--- src/rtl/fault_sup_pkg.sv ---
package fault_sup_pkg;
  localparam int DATA_W = 16;
  localparam int N_IN   = 4;
  localparam int N_OUT  = 4;

  // Register offsets (word addresses)
  localparam logic [3:0] ADDR_CTRL      = 4'h0;
  localparam logic [3:0] ADDR_STATUS    = 4'h1;
  localparam logic [3:0] ADDR_SCALE_LO  = 4'h2;
  localparam logic [3:0] ADDR_SCALE_HI  = 4'h3;
  localparam logic [3:0] ADDR_RATIO     = 4'h4;
  localparam logic [3:0] ADDR_CFG       = 4'h5;
  localparam logic [3:0] ADDR_HOLD_VAL  = 4'h6;
  localparam logic [3:0] ADDR_UNIT_NO   = 4'h7;

  // CTRL bits
  localparam int CTRL_RESTART   = 0;
  localparam int CTRL_SCALE_EN  = 1;
  localparam int CTRL_RATIO_EN  = 2;

  // CFG field positions
  localparam int CFG_AVG_LSB    = 0;
  localparam int CFG_NIN_LSB    = 3;
  localparam int CFG_IRANGE_LSB = 6;
  localparam int CFG_NOUT_LSB   = 8;
  localparam int CFG_ORANGE_LSB = 11;
  localparam int CFG_RES_LSB    = 13;
  localparam int CFG_OPMODE_LSB = 14;
  localparam int CFG_SCHEME_LSB = 15;
  localparam int CFG_HOLD_LSB   = 16;
  localparam int CFG_RATIO_CH   = 18;

  // Limits and reset values
  localparam logic [15:0] SCALE_MAX   = 16'h7FFF;
  localparam logic [15:0] RATIO_MAX   = 16'h270F;
  localparam logic [6:0]  UNIT_NO_MAX = 7'h5F;
  localparam logic [31:0] CFG_RESET   = 32'h0000_0000;
  localparam logic [31:0] CTRL_RESET  = 32'h0000_0000;
  localparam logic [6:0]  UNIT_NO_RESET = 7'h00;
  localparam logic [15:0] ZERO_DATA   = 16'h0000;
  localparam int RESTART_NS = 1000;
  localparam int CLK_NS     = 40;
  localparam int RESTART_CYC = (RESTART_NS + CLK_NS - 1) / CLK_NS;
  localparam logic [7:0] RESTART_LOAD = 8'(RESTART_CYC);

  typedef enum logic [1:0] {HOLD_CLEAR, HOLD_LAST, HOLD_MAX} hold_mode_t;
  typedef enum {ST_RESTART, ST_RUN, ST_STOPPED} run_state_t;
endpackage

--- src/rtl/io_unit_fault_supervisor.sv ---
`timescale 1ns/1ns
// Overview of operation
// - Setting error blocks conversion, zeroes data
// - Setting flags clear only after fixed restart
// - Scaling error: limit too big or equal nonzero
// - Ratio error when selected channel unused
// - Ratio value out of range flags error
// - Bad averaging sample count flags error
// - Bad input count or range flags error
// - Bad output count or range flags error
// - Resolution and operating mode bits both set flags error
// - Non-cyclic conversion scheme flags error
// - Bus transfer error: zero inputs, hold outputs
// - Host timeout: keep inputs and outputs
// - Host watchdog fault: outputs to hold value
// - Bad unit number: no conversion, zeroes
// - Configuration mismatch: no conversion, zeroes
// - Restart on rising restart request bit
// - New settings take effect only at restart
// - During restart, zero inputs and outputs
// - Run-time alarms self-clear when cause ends
module io_unit_fault_supervisor
(
  input  wire logic                              ref_clk,
  input  wire logic                              rst_n,
  input  wire logic [3:0]                        addr,
  input  wire logic [31:0]                       wdata,
  input  wire logic                              wr_stb,
  input  wire logic                              rd_stb,
  output logic [31:0]                            rdata,
  input  wire logic                              bus_xfer_err,
  input  wire logic                              host_timeout,
  input  wire logic                              host_wdt_err,
  input  wire logic                              unit_no_dup,
  input  wire logic                              config_mismatch,
  input  wire logic                              out_range_alarm,
  input  wire logic                              disconnect_alarm,
  input  wire logic [fault_sup_pkg::DATA_W-1:0]  conv_in,
  input  wire logic [fault_sup_pkg::DATA_W-1:0]  out_set,
  output logic [fault_sup_pkg::DATA_W-1:0]       conv_data,
  output logic [fault_sup_pkg::DATA_W-1:0]       analog_out,
  output logic                                   converting,
  output logic                                   unit_alarm_indicator,
  output logic                                   host_fault_indicator
);
  import fault_sup_pkg::*;

  logic [31:0]       ctrl_reg;
  logic [31:0]       cfg_reg;
  logic [15:0]       scale_lo_reg;
  logic [15:0]       scale_hi_reg;
  logic [15:0]       ratio_reg;
  logic [15:0]       hold_val_reg;
  logic [6:0]        unit_no_reg;
  // Active copies, loaded only at restart
  logic [31:0]       act_ctrl_reg;
  logic [31:0]       act_cfg_reg;
  logic [15:0]       act_lo_reg;
  logic [15:0]       act_hi_reg;
  logic [15:0]       act_ratio_reg;
  logic [15:0]       act_hold_reg;
  logic [6:0]        act_unit_reg;
  logic              restart_d_reg;
  logic [7:0]        restart_cnt_reg;
  run_state_t        state_reg;
  logic [7:0]        err_flags_reg;
  logic [7:0]        err_next;
  logic              rd_pending_reg;
  logic [3:0]        rd_addr_reg;
  logic              alarm_reg;
  logic              restart_pulse;
  logic              unit_bad;
  logic              stop_req;
  logic              restart_done;
  logic              flag_load;
  logic [31:0]       status_word;

  function automatic logic in_set3(input logic [2:0] v);
    return (v == 3'h0) || (v == 3'h1) || (v == 3'h2) || (v == 3'h3) || (v == 3'h4);
  endfunction

  function automatic logic count_ok(input logic [2:0] v, input int maxn);
    return (v != 3'h0) && (int'(v) <= maxn);
  endfunction

  function automatic logic wr_hit(input logic stb, input logic [3:0] a_bus, input logic [3:0] a_reg);
    return stb && (a_bus == a_reg);
  endfunction

  function automatic logic scale_bad(input logic [15:0] lo, input logic [15:0] hi);
    // Equal limits are only an error when nonzero
    return (lo > SCALE_MAX) || (hi > SCALE_MAX) || ((lo == hi) && (lo != ZERO_DATA));
  endfunction

  function automatic logic range_bad(input logic [1:0] sel);
    return sel == 2'h3;
  endfunction

  assign restart_pulse = ctrl_reg[CTRL_RESTART] && !restart_d_reg;
  assign unit_bad = (act_unit_reg > UNIT_NO_MAX) || unit_no_dup;
  assign stop_req = (err_flags_reg != 8'h00) || unit_bad || config_mismatch;
  assign restart_done = (state_reg == ST_RESTART) && (restart_cnt_reg == 8'h00);
  assign flag_load = (state_reg == ST_RESTART) && (restart_cnt_reg == 8'h01);

  // Software-visible settings, one register per process
  always_ff @(posedge ref_clk or negedge rst_n) begin
    if (!rst_n) begin
      ctrl_reg <= CTRL_RESET;
    end else if (wr_hit(wr_stb, addr, ADDR_CTRL)) begin
      ctrl_reg <= wdata;
    end
  end

  always_ff @(posedge ref_clk or negedge rst_n) begin
    if (!rst_n) begin
      cfg_reg <= CFG_RESET;
    end else if (wr_hit(wr_stb, addr, ADDR_CFG)) begin
      cfg_reg <= wdata;
    end
  end

  always_ff @(posedge ref_clk or negedge rst_n) begin
    if (!rst_n) begin
      scale_lo_reg <= ZERO_DATA;
    end else if (wr_hit(wr_stb, addr, ADDR_SCALE_LO)) begin
      scale_lo_reg <= wdata[15:0];
    end
  end

  always_ff @(posedge ref_clk or negedge rst_n) begin
    if (!rst_n) begin
      scale_hi_reg <= ZERO_DATA;
    end else if (wr_hit(wr_stb, addr, ADDR_SCALE_HI)) begin
      scale_hi_reg <= wdata[15:0];
    end
  end

  always_ff @(posedge ref_clk or negedge rst_n) begin
    if (!rst_n) begin
      ratio_reg <= ZERO_DATA;
    end else if (wr_hit(wr_stb, addr, ADDR_RATIO)) begin
      ratio_reg <= wdata[15:0];
    end
  end

  always_ff @(posedge ref_clk or negedge rst_n) begin
    if (!rst_n) begin
      hold_val_reg <= ZERO_DATA;
    end else if (wr_hit(wr_stb, addr, ADDR_HOLD_VAL)) begin
      hold_val_reg <= wdata[15:0];
    end
  end

  // Upper unit number bits dropped; range check sees the 7-bit value
  always_ff @(posedge ref_clk or negedge rst_n) begin
    if (!rst_n) begin
      unit_no_reg <= UNIT_NO_RESET;
    end else if (wr_hit(wr_stb, addr, ADDR_UNIT_NO)) begin
      unit_no_reg <= wdata[6:0];
    end
  end

  always_ff @(posedge ref_clk or negedge rst_n) begin
    if (!rst_n) begin
      restart_d_reg <= 1'b0;
    end else begin
      restart_d_reg <= ctrl_reg[CTRL_RESTART];
    end
  end

  // Settings latched into active copies at restart only
  always_ff @(posedge ref_clk or negedge rst_n) begin
    if (!rst_n) begin
      act_ctrl_reg  <= 32'h0000_0000;
      act_cfg_reg   <= CFG_RESET;
      act_lo_reg    <= ZERO_DATA;
      act_hi_reg    <= ZERO_DATA;
      act_ratio_reg <= ZERO_DATA;
      act_hold_reg  <= ZERO_DATA;
      act_unit_reg  <= 7'h00;
    end else if (restart_pulse) begin
      act_ctrl_reg  <= ctrl_reg;
      act_cfg_reg   <= cfg_reg;
      act_lo_reg    <= scale_lo_reg;
      act_hi_reg    <= scale_hi_reg;
      act_ratio_reg <= ratio_reg;
      act_hold_reg  <= hold_val_reg;
      act_unit_reg  <= unit_no_reg;
    end
  end

  // Validation of the setting snapshot
  always_comb begin
    err_next = 8'h00;
    if (act_ctrl_reg[CTRL_SCALE_EN]) begin
      err_next[0] = scale_bad(act_lo_reg, act_hi_reg);
    end
    if (act_ctrl_reg[CTRL_RATIO_EN]) begin
      err_next[1] = (int'(act_cfg_reg[CFG_RATIO_CH +: 2]) >=
                     int'(act_cfg_reg[CFG_NIN_LSB +: 3]));
      err_next[2] = act_ratio_reg > RATIO_MAX;
    end
    err_next[3] = !in_set3(act_cfg_reg[CFG_AVG_LSB +: 3]);
    err_next[4] = !count_ok(act_cfg_reg[CFG_NIN_LSB +: 3], N_IN) ||
                  range_bad(act_cfg_reg[CFG_IRANGE_LSB +: 2]);
    err_next[5] = !count_ok(act_cfg_reg[CFG_NOUT_LSB +: 3], N_OUT) ||
                  range_bad(act_cfg_reg[CFG_ORANGE_LSB +: 2]);
    err_next[6] = act_cfg_reg[CFG_RES_LSB] && act_cfg_reg[CFG_OPMODE_LSB];
    err_next[6] = err_next[6] || act_cfg_reg[CFG_SCHEME_LSB];
    err_next[7] = range_bad(act_cfg_reg[CFG_HOLD_LSB +: 2]);
  end

  // Flags only re-evaluated at the end of a restart
  always_ff @(posedge ref_clk or negedge rst_n) begin
    if (!rst_n) begin
      err_flags_reg <= 8'h00;
    end else if (flag_load) begin
      err_flags_reg <= err_next;
    end
  end

  // Restart countdown; runs only while restarting
  always_ff @(posedge ref_clk or negedge rst_n) begin
    if (!rst_n) begin
      restart_cnt_reg <= RESTART_LOAD;
    end else if (restart_pulse) begin
      restart_cnt_reg <= RESTART_LOAD;
    end else if (state_reg == ST_RESTART && restart_cnt_reg != 8'h00) begin
      restart_cnt_reg <= restart_cnt_reg - 8'h01;
    end
  end

  // A faulty setup never enters RUN, not even for one cycle
  always_ff @(posedge ref_clk or negedge rst_n) begin
    if (!rst_n) begin
      state_reg <= ST_RESTART;
    end else if (restart_pulse) begin
      state_reg <= ST_RESTART;
    end else begin
      unique case (state_reg)
        ST_RESTART: begin
          if (restart_done && stop_req) begin
            state_reg <= ST_STOPPED;
          end else if (restart_done) begin
            state_reg <= ST_RUN;
          end
        end
        ST_RUN: begin
          if (stop_req) begin
            state_reg <= ST_STOPPED;
          end
        end
        ST_STOPPED: ;
      endcase
    end
  end

  // Input data; fault priority is transfer error, watchdog, timeout
  always_ff @(posedge ref_clk or negedge rst_n) begin
    if (!rst_n) begin
      conv_data <= ZERO_DATA;
    end else if (state_reg != ST_RUN) begin
      conv_data <= ZERO_DATA;
    end else if (bus_xfer_err) begin
      conv_data <= ZERO_DATA;
    end else if (host_wdt_err) begin
      conv_data <= conv_in; // Undefined allowed; pass-through is cheapest
    end else if (!host_timeout) begin
      conv_data <= disconnect_alarm ? ZERO_DATA : conv_in;
    end // Timeout: value kept
  end

  // Output data, same priority as the input side
  always_ff @(posedge ref_clk or negedge rst_n) begin
    if (!rst_n) begin
      analog_out <= ZERO_DATA;
    end else if (state_reg != ST_RUN) begin
      analog_out <= ZERO_DATA;
    end else if (bus_xfer_err || host_wdt_err) begin
      analog_out <= act_hold_reg;
    end else if (!host_timeout) begin
      analog_out <= out_range_alarm ? act_hold_reg : out_set;
    end // Timeout: level kept
  end

  assign converting = (state_reg == ST_RUN);

  always_ff @(posedge ref_clk or negedge rst_n) begin
    if (!rst_n) begin
      alarm_reg <= 1'b0;
    end else begin
      alarm_reg <= out_range_alarm || disconnect_alarm;
    end
  end

  assign unit_alarm_indicator = (err_flags_reg != 8'h00) || alarm_reg;
  assign host_fault_indicator = bus_xfer_err || host_timeout || host_wdt_err ||
                                unit_bad || config_mismatch;

  // Read port, data in the following cycle
  always_ff @(posedge ref_clk or negedge rst_n) begin
    if (!rst_n) begin
      rd_pending_reg <= 1'b0;
    end else begin
      rd_pending_reg <= rd_stb;
    end
  end

  // Address taken every cycle; only rd_pending_reg qualifies it
  always_ff @(posedge ref_clk or negedge rst_n) begin
    if (!rst_n) begin
      rd_addr_reg <= 4'h0;
    end else begin
      rd_addr_reg <= addr;
    end
  end

  // Flags, state, run flag, unit fault and run alarm
  assign status_word = {19'h0, alarm_reg, unit_bad, converting, 2'(state_reg), err_flags_reg};

  always_comb begin
    rdata = 32'h0000_0000;
    if (rd_pending_reg) begin
      unique case (rd_addr_reg)
        ADDR_CTRL:     rdata = ctrl_reg;
        ADDR_STATUS:   rdata = status_word;
        ADDR_SCALE_LO: rdata = {16'h0000, scale_lo_reg};
        ADDR_SCALE_HI: rdata = {16'h0000, scale_hi_reg};
        ADDR_RATIO:    rdata = {16'h0000, ratio_reg};
        ADDR_CFG:      rdata = cfg_reg;
        ADDR_HOLD_VAL: rdata = {16'h0000, hold_val_reg};
        ADDR_UNIT_NO:  rdata = {25'h0, unit_no_reg};
        default:       rdata = 32'h0000_0000;
      endcase
    end
  end
endmodule

--- config.mk ---
export PLATFORM = sky130hd
export DESIGN_NAME = io_unit_fault_supervisor
export DESIGN_NICKNAME = d
export VERILOG_FILES = /design/src/rtl/fault_sup_pkg.sv /design/src/rtl/io_unit_fault_supervisor.sv
export SDC_FILE = /design/constraint.sdc
export NUM_CORES = 1
export LEC_CHECK = 0
export BUFFER_PORTS_ARGS = -buffer_cell sky130_fd_sc_hd__buf_2
export CORE_ASPECT_RATIO = 1.75
export CORE_MARGIN = 4
export CORE_UTILIZATION = 30
export DETAILED_ROUTE_END_ITERATION = 12
export SYNTH_ARGS = -nofsm -noshare
export SYNTH_HDL_FRONTEND = slang
export SYNTH_SLANG_ARGS = --single-unit
--- constraint.sdc ---
create_clock -name ref_clk -period 5.21 [get_ports ref_clk]
set_clock_uncertainty 0.15 [all_clocks]
set_input_delay 0.2605 -clock ref_clk [delete_from_list [all_inputs] [get_ports ref_clk]]
set_output_delay 0.2605 -clock ref_clk [all_outputs]
set_load 0.01 [all_outputs]
==> summary.md, run 1 <==
* DR DRC count: 0
* initial core utilization: 30.5%
* number of buffers inserted by post-CTS setup repair: 0
* clk root buf: clkbuf_16
* Crit Path Class: reg2out
* total wirelength of the detailed-routed design: 34300 µm
* post-CTS sizing: 0
* first-pass GRT wire length: 53100 µm
* Final Wtd Congestion: 0.891
* Fmax achieved: 310 MHz
* detailed-route wire length per cell: 19.6 µm
* xor/xnor cell area share of the yosys netlist: 1.64%
* layout net count: 1328
* via count of the first global-routing pass: 9020
* Total GRT Usage: 16.0%
* ratio of cells with drive above 1 in the final layout: 28.6%
* Finished Core Util: 38.0%
* Worst EP arrival: 2.82 ns
* H-tree Lvls: 1
* top-area cell type share of the netlist area: 58.0%
* RSZ-0062 raised after global routing: no
* time the final worst path needs with I/O delays and setup: 3.23 ns
* worst hold-check path type: in2async
* busiest metal layer after global routing: met2
* cts hold-fix bufs: 73
* post-synthesis mux area share: 14.5%
* Clock Tree Buf Depth: 3
* cell type of the slowest stage on the worst timing path: nor3_1
* antenna-violating nets left: 0
* overall die width: 158 µm
* result of the run: complete, no violations
* estimated wirelength of the detail-placed design: 24000 µm
* part of the total power dissipated in the clock network: 30.4%
* commonest cells in the netlist: nand2_1, dfrtp_1, mux2_2, a22oi_1, clkbuf_1
* total nets after synthesis: 1122
* met1 capacity usage during global routing: 18.0%
* sw frac: 31.1%
* compound-cell area share of the yosys netlist: 9.05%
* number of register bits inferred by synthesis: 276
* first-pass iteration count of the detailed router: 6
* CTS tree: done
* total overflow reported by the global router: 0
* EDFF count, synth: 0
* met3 global-route usage: 2.24%
* Mapped Area: 11800 µm²
* number of warnings issued by yosys: 0
* Area growth, synth to finish: 24.7%
* transition at the pin with the smallest max-transition slack: 1.27 ns
* via count: 8774
* area of the core: 38600 µm²
* leading cell type by number of instances after synthesis: nand2_1
* total count of hold-check failures in the final report: 0
* Area contributors post-synth: dfrtp_1, mux2_2, nand2_1
* clock latency on the worst-skew pair: 0.55 ns
* Die ar.: 42600 µm²
* startpoint types: register
* max-cap violations: 0
* simple-gate portion of the synthesized area: 13.3%
* number of I/O port buffers: 145
* share of power burned in registers: 49.5%
* clock-pin slew reported for the worst setup and hold paths after clock tree synthesis: 0.07 ns
* post-detailed-route via-to-cell ratio: 5.01
* 1st-iter DRT viols: 615
* pin count of the biggest net entering global routing: 91
* clock buffers created by TritonCTS: 28
* proportion of power drawn by combinational gates: 20.1%
* die height: 270 µm
* Slew headroom: 14.9%
* cell taking the most area after synthesis: dfrtp_1
* average cell area after synthesis: 11.3 µm²
* crit-path max FO: 8
* number of placed I/O pins: 146
* critical path endpoint category: output pin
* proportion of synthesized flip-flops having asynchronous set or reset: 100%
* max-slew violation count: 0
* period utilization: 61.9%
* post-synthesis adder-cell area fraction: 0.531%
* total net switching power: 2.04 mW
* internal power: 4.52 mW
* Row Count: 95
* post-synthesis cell type count: 50
* main combinational cell family by area after synthesis: multiplexers
* met2 routing resource usage after global routing: 28.8%
* static leakage power: 6.80 nW
* top_reg_cell synth: dfrtp_1
* gate count after technology mapping: 1038
* Final setup violation count: 0
* data required time at the worst endpoint: 4.80 ns
* Cell Chain, Critical Path: nand2b_1, nor3_1, buf_4, a22oi_1, a41oi_1, buf_2
* Setup Total Neg Slack: 0 ns
* worst stage delay on the critical path: 0.62 ns
* antenna violations before repair: 3
* count of filler cells inserted in the layout: 3733
* sinks on the clock net: 276
* Cell Pwr Density: 446 nW/µm²
* IR drop worst, VDD: 0.000226 V
* portion of the post-synthesis area used by sequential elements: 58.7%
* worst hold slack: 0.0479 ns
==> area by class of cell <==
| class | count | area (µm²) | area share, % |
|---|---|---|---|
| well taps | 485 | 607 | 4.13 |
| flip-flops and latches | 276 | 6910 | 47.1 |
| multi-input cells | 697 | 4640 | 31.6 |
| inverters | 6 | 22.5 | 0.153 |
| clock inverters | 10 | 109 | 0.741 |
| diodes | 1 | 2.50 | 0.0170 |
| clock buffers | 40 | 787 | 5.36 |
| repair buffers | 235 | 1610 | 10.9 |
==> cells in the final DEF (no fill, tap or decap), types with 11 or more instances in the layout <==
master,netlist,routed
clkbuf_16,0,29
a22o_1,16,16
dfrtp_1,273,273
o21ai_0,30,30
dlygate4sd3_1,0,73
xnor2_1,13,13
a21oi_1,11,11
mux2_2,137,137
nor2_1,34,33
nand2_1,279,278
buf_4,2,16
buf_2,13,144
a22oi_1,58,58
mux2i_1,17,17
==> per-stage QoR <==
step,power [mW],std cells,instance area (µm²),setup slack (ns)
6_report,6.55,1750,14700,1.98
5_1_grt,6.94,1750,14700,1.75
4_1_cts,6.65,1749,14700,1.96
3_5_place_dp,4.57,1626,13100,2.56
3_3_place_gp,4.53,1626,13100,2.60
2_1_floorplan,4.02,1038,11800,3.14
==> worst paths after layout <==
| kind | from | end | slack [ns] | cells past startpoint |
|---|---|---|---|---|
| hold / removal | rst_n | restart_cnt_reg[1] | 0.05 | 2 |
| min in group ref_clk | bus_xfer_err | conv_data[0] | 0.09 | 3 |
| max in group asynchronous | rst_n | cfg_reg[4] | 3.55 | 3 |
| setup / recovery | rd_addr_reg[1] | rdata[5] | 1.98 | 6 |
| setup reg to reg | state_reg[1] | conv_data[2] | 2.56 | 4 |
| hold reg to reg | analog_out[9] | analog_out[9] | 0.32 | 2 |
==> critical path, delay by kind of cell (launching register included) <==
family / cells / cell delay (ns)
DFF: 1 / 0.47
AOI/OAI and AO/OA: 2 / 0.42
buffers and inverters: 2 / 0.52
and+or+nand+nor: 2 / 0.87
==> metal layers <==
| layer | vias to the layer above | share of wire (%) |
|---|---|---|
| li1 | 4033 | - |
| met1 | 4373 | 37 |
| met2 | 282 | 53 |
| met3 | 82 | 5.1 |
| met4 | 4 | 5.1 |
| met5 | - | 0.096 |
==> power by group through the flow <==
| stage | Sequential (mW) | Clock, mW | Combinational (mW) |
|---|---|---|---|
| after floorplan | 3.08 | 0 | 0.938 |
| after global placement | 3.27 | 0 | 1.26 |
| after detailed placement | 3.28 | 0 | 1.29 |
| after CTS | 3.25 | 2.06 | 1.34 |
| after global routing | 3.32 | 2.14 | 1.48 |
| final | 3.24 | 1.99 | 1.32 |
==> kinds of logic (layout without fill, tap and decap cells) <==
logic type                 count (synthesis)  in the layout
muxes                                    154            154
adders and majority gates                  5              5
other                                      0              1
DFF                                      276            276
xor gates and xnor gates                  22             22
AOI/OAI and AO/OA                        147            147
and+or+nand+nor                          369            369
buffers and inverters                     65            291
Power figures use the tool's default switching activity.
==> run 2: changes to the inputs <==
Clock period 5.21 ns to 3.1 ns, I/O delays scaled along.
==> run 2 against run 1 <==
Die area stayed put. Count of clock-buffer cells in the layout unchanged. Critical path type unchanged. Core utilization up 0.44 points. Setup slack got worse by 1.8 ns. Highest routed layer unchanged.
==> summary.md, run 2 (synthesis gave the netlist of run 1 again) <==
* DP Worst Slack: 0.737 ns
* Area growth, synth to finish: 26.2%
* transition at the pin with the smallest max-transition slack: 1.06 ns
* result of the run: complete, no violations
* internal power: 7.56 mW
* time the final worst path needs with I/O delays and setup: 2.97 ns
* via count of the first global-routing pass: 9672
* Final setup violation count: 0
* layout net count: 1348
* Row Count: 95
* Clock Tree Buf Depth: 3
* first-pass GRT wire length: 55700 µm
* detailed-route wire length per cell: 20.1 µm
* total count of hold-check failures in the final report: 0
* total net switching power: 3.47 mW
* proportion of power drawn by combinational gates: 20.9%
* Setup Total Neg Slack: 0 ns
* Die ar.: 42600 µm²
* estimated wirelength of the detail-placed design: 25400 µm
* Final Wtd Congestion: 0.873
* sw frac: 31.5%
* H-tree Lvls: 1
* data required time at the worst endpoint: 2.79 ns
* total overflow reported by the global router: 0
* initial core utilization: 30.5%
* pin count of the biggest net entering global routing: 91
* overall die width: 158 µm
* number of I/O port buffers: 145
* max-slew violation count: 0
* clock latency on the worst-skew pair: 0.57 ns
* Fmax achieved: 337 MHz
* crit-path max FO: 11
* Cell Pwr Density: 742 nW/µm²
* Worst Slack Setup Final: 0.134 ns
* RSZ-0062 raised after global routing: no
* Post-DP Area: 13300 µm²
* CTS tree: done
* critical path endpoint category: output pin
* antenna-violating nets left: 0
* worst stage delay on the critical path: 0.61 ns
* area of the core: 38600 µm²
* clock buffers created by TritonCTS: 27
* clk root buf: clkbuf_16
* post-detailed-route via-to-cell ratio: 5.03
* Layout Cell Area excl Fill: 14900 µm²
* count of filler cells inserted in the layout: 3722
* cell type of the slowest stage on the worst timing path: nor4_4
* max-cap violations: 0
* worst hold slack: 0.0153 ns
* most common library cell in the layout ignoring fill and taps: nand2_1
* clock-pin slew reported for the worst setup and hold paths after clock tree synthesis: 0.06 ns
* part of the total power dissipated in the clock network: 29.9%
* Total GRT Usage: 16.7%
* ratio of cells with drive above 1 in the final layout: 29.9%
* Slew headroom: 29.5%
* worst hold-check path type: in2async
* sinks on the clock net: 276
* die height: 270 µm
* period utilization: 95.7%
* via count: 8898
* total wirelength of the detailed-routed design: 35600 µm
* DR DRC count: 0
* Crit Path Class: reg2out
* share of power burned in registers: 49.1%
* antenna violations before repair: 2
* static leakage power: 6.91 nW
* commonest cells after routing, fill and taps aside: nand2_1, dfrtp_1, buf_2
* 1st-iter DRT viols: 429
* startpoint types: register
* number of placed I/O pins: 146
* first-pass iteration count of the detailed router: 5
* Cell Chain, Critical Path: nor4_4, buf_4, a22oi_1, a41oi_1, buf_2
* IR drop worst, VDD: 0.000469 V
* Worst EP arrival: 2.66 ns
## run 2: cell types whose count changed in the layout (fill, tap and decap cells not counted), sizes merged
cell | before | now
inv | 6 | 7
clkinv | 6 | 3
buf | 162 | 183
bufinv | 2 | 1
## run 2: per-layer routing
| layer | part of all wire, % | track usage [%] | up-vias |
|---|---|---|---|
| li1 | - | - | 4074 |
| met1 | 37 | 18.8 | 4446 |
| met2 | 53 | 29.9 | 261 |
| met3 | 4.7 | 2.36 | 115 |
| met4 | 5.6 | 8.79 | 2 |
| met5 | 0.020 | 0 | - |
## run 2: layout make-up
cell class                      instances  area, µm²  area share (%)
Clock buffer                           40        795            5.35
Inverter                                6       22.5           0.152
Sequential cell                       276       6910            46.5
Multi-Input combinational cell        697       4640            31.2
Tap cell                              485        607            4.09
Timing Repair Buffer                  256       1800            12.1
Clock inverter                          7       76.3           0.514
Antenna cell                            1       2.50          0.0168
## run 2: power groups by stage
stage,sequential [mW],combinational [mW],clock [mW]
6_report,5.42,2.31,3.30
5_1_grt,5.56,2.60,3.52
4_1_cts,5.42,2.35,3.38
3_5_place_dp,5.48,2.26,0
3_3_place_gp,5.45,2.21,0
2_1_floorplan,5.18,1.58,0
## run 2: worst paths after layout
check / start / slack, ns / depth (start not counted) / endpoint
worst max-delay path: rd_addr_reg[1] / 0.13 / 5 / rdata[1]
worst min-delay path: rst_n / 0.02 / 2 / restart_cnt_reg[1]
worst max register to register: restart_cnt_reg[0] / 0.85 / 6 / restart_cnt_reg[7]
worst min register to register: act_cfg_reg[0] / 0.32 / 2 / act_cfg_reg[0]
max in group asynchronous: rst_n / 1.80 / 3 / cfg_reg[4]
min in group ref_clk: bus_xfer_err / 0.04 / 4 / conv_data[8]
## run 2: metrics by stage
step / util (%) / std cells / power, mW
finish: 38.5 / 1768 / 11.0
global route: 38.5 / 1768 / 11.7
CTS: 38.4 / 1767 / 11.2
detailed placement: 34.3 / 1647 / 7.75
global placement: 34.3 / 1647 / 7.66
floorplan: - / 1038 / 6.76
## run 2: worst max-delay path, delay by kind of cell, from the launching register on
kind                   cells  cell delay [ns]
and+or+nand+nor            1             0.61
DFF                        1             0.49
buffers and inverters      2             0.55
AOI/OAI and AO/OA          2             0.46
## run 2: timing repair
action	in CTS	in global routing
buffers inserted	0	0
endpoints found under the hold margin	288	0
hold buffers	73	0
resized for setup	0	0
setup endpoints to repair	0	0
==> run 3: changes to the inputs <==
Settings changed: REMOVE_ABC_BUFFERS set to 1.
==> run 3 against run 2 <==
Count of clock-buffer cells in the layout shrank 5. Combinational power shrank 2%. Critical endpoint is now rdata[11]. The run now ends with negative hold slack left. Sequential cell count is the same. Critical path depth grew 1. Sequential power is essentially flat.
==> summary.md, run 3 (synthesis gave the netlist of run 1 again) <==
* Setup Total Neg Slack: 0 ns
* transition at the pin with the smallest max-transition slack: 1.00 ns
* crit-path max FO: 8
* CTS tree: done
* clock-pin slew reported for the worst setup and hold paths after clock tree synthesis: 0.06 ns
* post-detailed-route via-to-cell ratio: 5.04
* clk root buf: clkbuf_16
* Final setup violation count: 0
* Worst EP arrival: 2.69 ns
* pin count of the biggest net entering global routing: 74
* total instance count after detailed placement: 1646
* layout net count: 1347
* H-tree Lvls: 1
* ratio of cells with drive above 1 in the final layout: 30.0%
* Row Count: 95
* worst hold-check path type: in2async
* clock buffers created by TritonCTS: 27
* Total GRT Usage: 16.4%
* Fmax achieved: 334 MHz
* overall die width: 158 µm
* sinks on the clock net: 276
* number of I/O port buffers: 145
* IR drop worst, VDD: 0.000478 V
* antenna-violating nets left: 0
* violated checks: negative hold slack
* worst hold slack: -0.00408 ns
* most common library cell in the layout ignoring fill and taps: nand2_1
* via count: 8897
* time the final worst path needs with I/O delays and setup: 3.00 ns
* Layout Cell Area excl Fill: 14900 µm²
* initial core utilization: 30.5%
* die height: 270 µm
* via count of the first global-routing pass: 9411
* critical path endpoint category: output pin
* startpoint types: register
* Cell Chain, Critical Path: nand2b_1, nor4_1, buf_4, a21oi_1, a31oi_1, buf_2
* DR DRC count: 0
* Die ar.: 42600 µm²
* period utilization: 96.6%
* Crit Reg-Reg Startpoint: restart_cnt_reg[0]
* worst stage delay on the critical path: 0.65 ns
* commonest cells after routing, fill and taps aside: nand2_1, dfrtp_1, buf_2
* number of placed I/O pins: 146
* area of the core: 38600 µm²
* total count of hold-check failures in the final report: 1
* first-pass iteration count of the detailed router: 7
* Area growth, synth to finish: 26.7%
* endpoint of the worst-slack reg-to-reg timing path: restart_cnt_reg[7]
* Final Instance Count excl. Fillers: 1765
* Final Wtd Congestion: 0.911
* Crit Path Class: reg2out
* total overflow reported by the global router: 0
* data required time at the worst endpoint: 2.79 ns
* Post-DP Area: 13300 µm²
* max-cap violations: 0
* clock latency on the worst-skew pair: 0.56 ns
* estimated wirelength of the detail-placed design: 24200 µm
* max-slew violation count: 0
* first-pass GRT wire length: 54200 µm
* result of the run: complete, but fails checks
* flop2flop setup slack: 0.84 ns
* antenna violations before repair: 0
* antenna diode count: 0
* RSZ-0062 raised after global routing: no
* static leakage power: 6.92 nW
* count of cells along the worst register-to-register path: 6
* Finished Core Util: 38.6%
* Cell Pwr Density: 738 nW/µm²
* total wirelength of the detailed-routed design: 35200 µm
* Clock Tree Buf Depth: 3
* Slew headroom: 33.1%
* 1st-iter DRT viols: 551
* cell type of the slowest stage on the worst timing path: nor4_1
* detailed-route wire length per cell: 19.9 µm
run 3: report_power, final:
part | switching (mW) | internal (mW)
registers | 0.820 | 4.63
logic | 1.19 | 1.08
clock network | 1.43 | 1.87
total | 3.44 | 7.58
run 3: cell type report:
type / count / area [µm²]
multi-input cells: 697 / 4640
fillers: 3722 / 23700
inverters: 6 / 22.5
repair buffers: 255 / 1860
flip-flops and latches: 276 / 6910
clock inverters: 11 / 130
well taps: 485 / 607
clock buffers: 35 / 746
run 3: per-layer routing:
metal / routed length (µm) / up-vias / GRT usage, % / share of wire (%)
met5: 0 / - / 0 / 0
met4: 1680 / 0 / 7.84 / 4.8
met3: 1560 / 94 / 2.16 / 4.4
met2: 19200 / 264 / 30.4 / 55
met1: 12700 / 4461 / 17.9 / 36
li1: - / 4078 / - / -
run 3: worst max path at each step:
stage / start / endpoint / slack [ns] / depth (start not counted)
finish: rd_addr_reg[1] / rdata[11] / 0.10 / 6
global route: rd_addr_reg[0] / rdata[1] / 0.01 / 6
CTS: rd_addr_reg[1] / rdata[11] / 0.13 / 6
detailed placement: rd_addr_reg[1] / rdata[11] / 0.71 / 6
global placement: rd_addr_reg[1] / rdata[11] / 0.65 / 6
floorplan: ctrl_reg[0] / act_cfg_reg[18] / -0.77 / 2
run 3: worst max-delay path: cells and delay by family (launching register included):
| kind | cells | cell delay (ns) |
|---|---|---|
| and+or+nand+nor | 2 | 0.93 |
| DFF | 1 | 0.48 |
| buffers and inverters | 2 | 0.42 |
| AOI/OAI and AO/OA | 2 | 0.32 |
run 3: metrics by stage:
step | total power, mW | worst slack [ns] | hold slack [ns]
3_3_place_gp | 7.66 | 0.648 | 0.0306
3_5_place_dp | 7.74 | 0.712 | 0.0333
5_1_grt | 11.7 | 0.0140 | 0.0399
2_1_floorplan | 6.73 | -0.773 | -0.291
4_1_cts | 11.2 | 0.128 | 0.0116
6_report | 11.0 | 0.104 | -0.00408
run 3: timing repair:
action                                 4_1_cts  5_1_grt
endpoints found under the hold margin      439        0
setup endpoints to repair                    0        1
hold buffers                                73        0
setup buffers                                0        0
resized for setup                            0        1
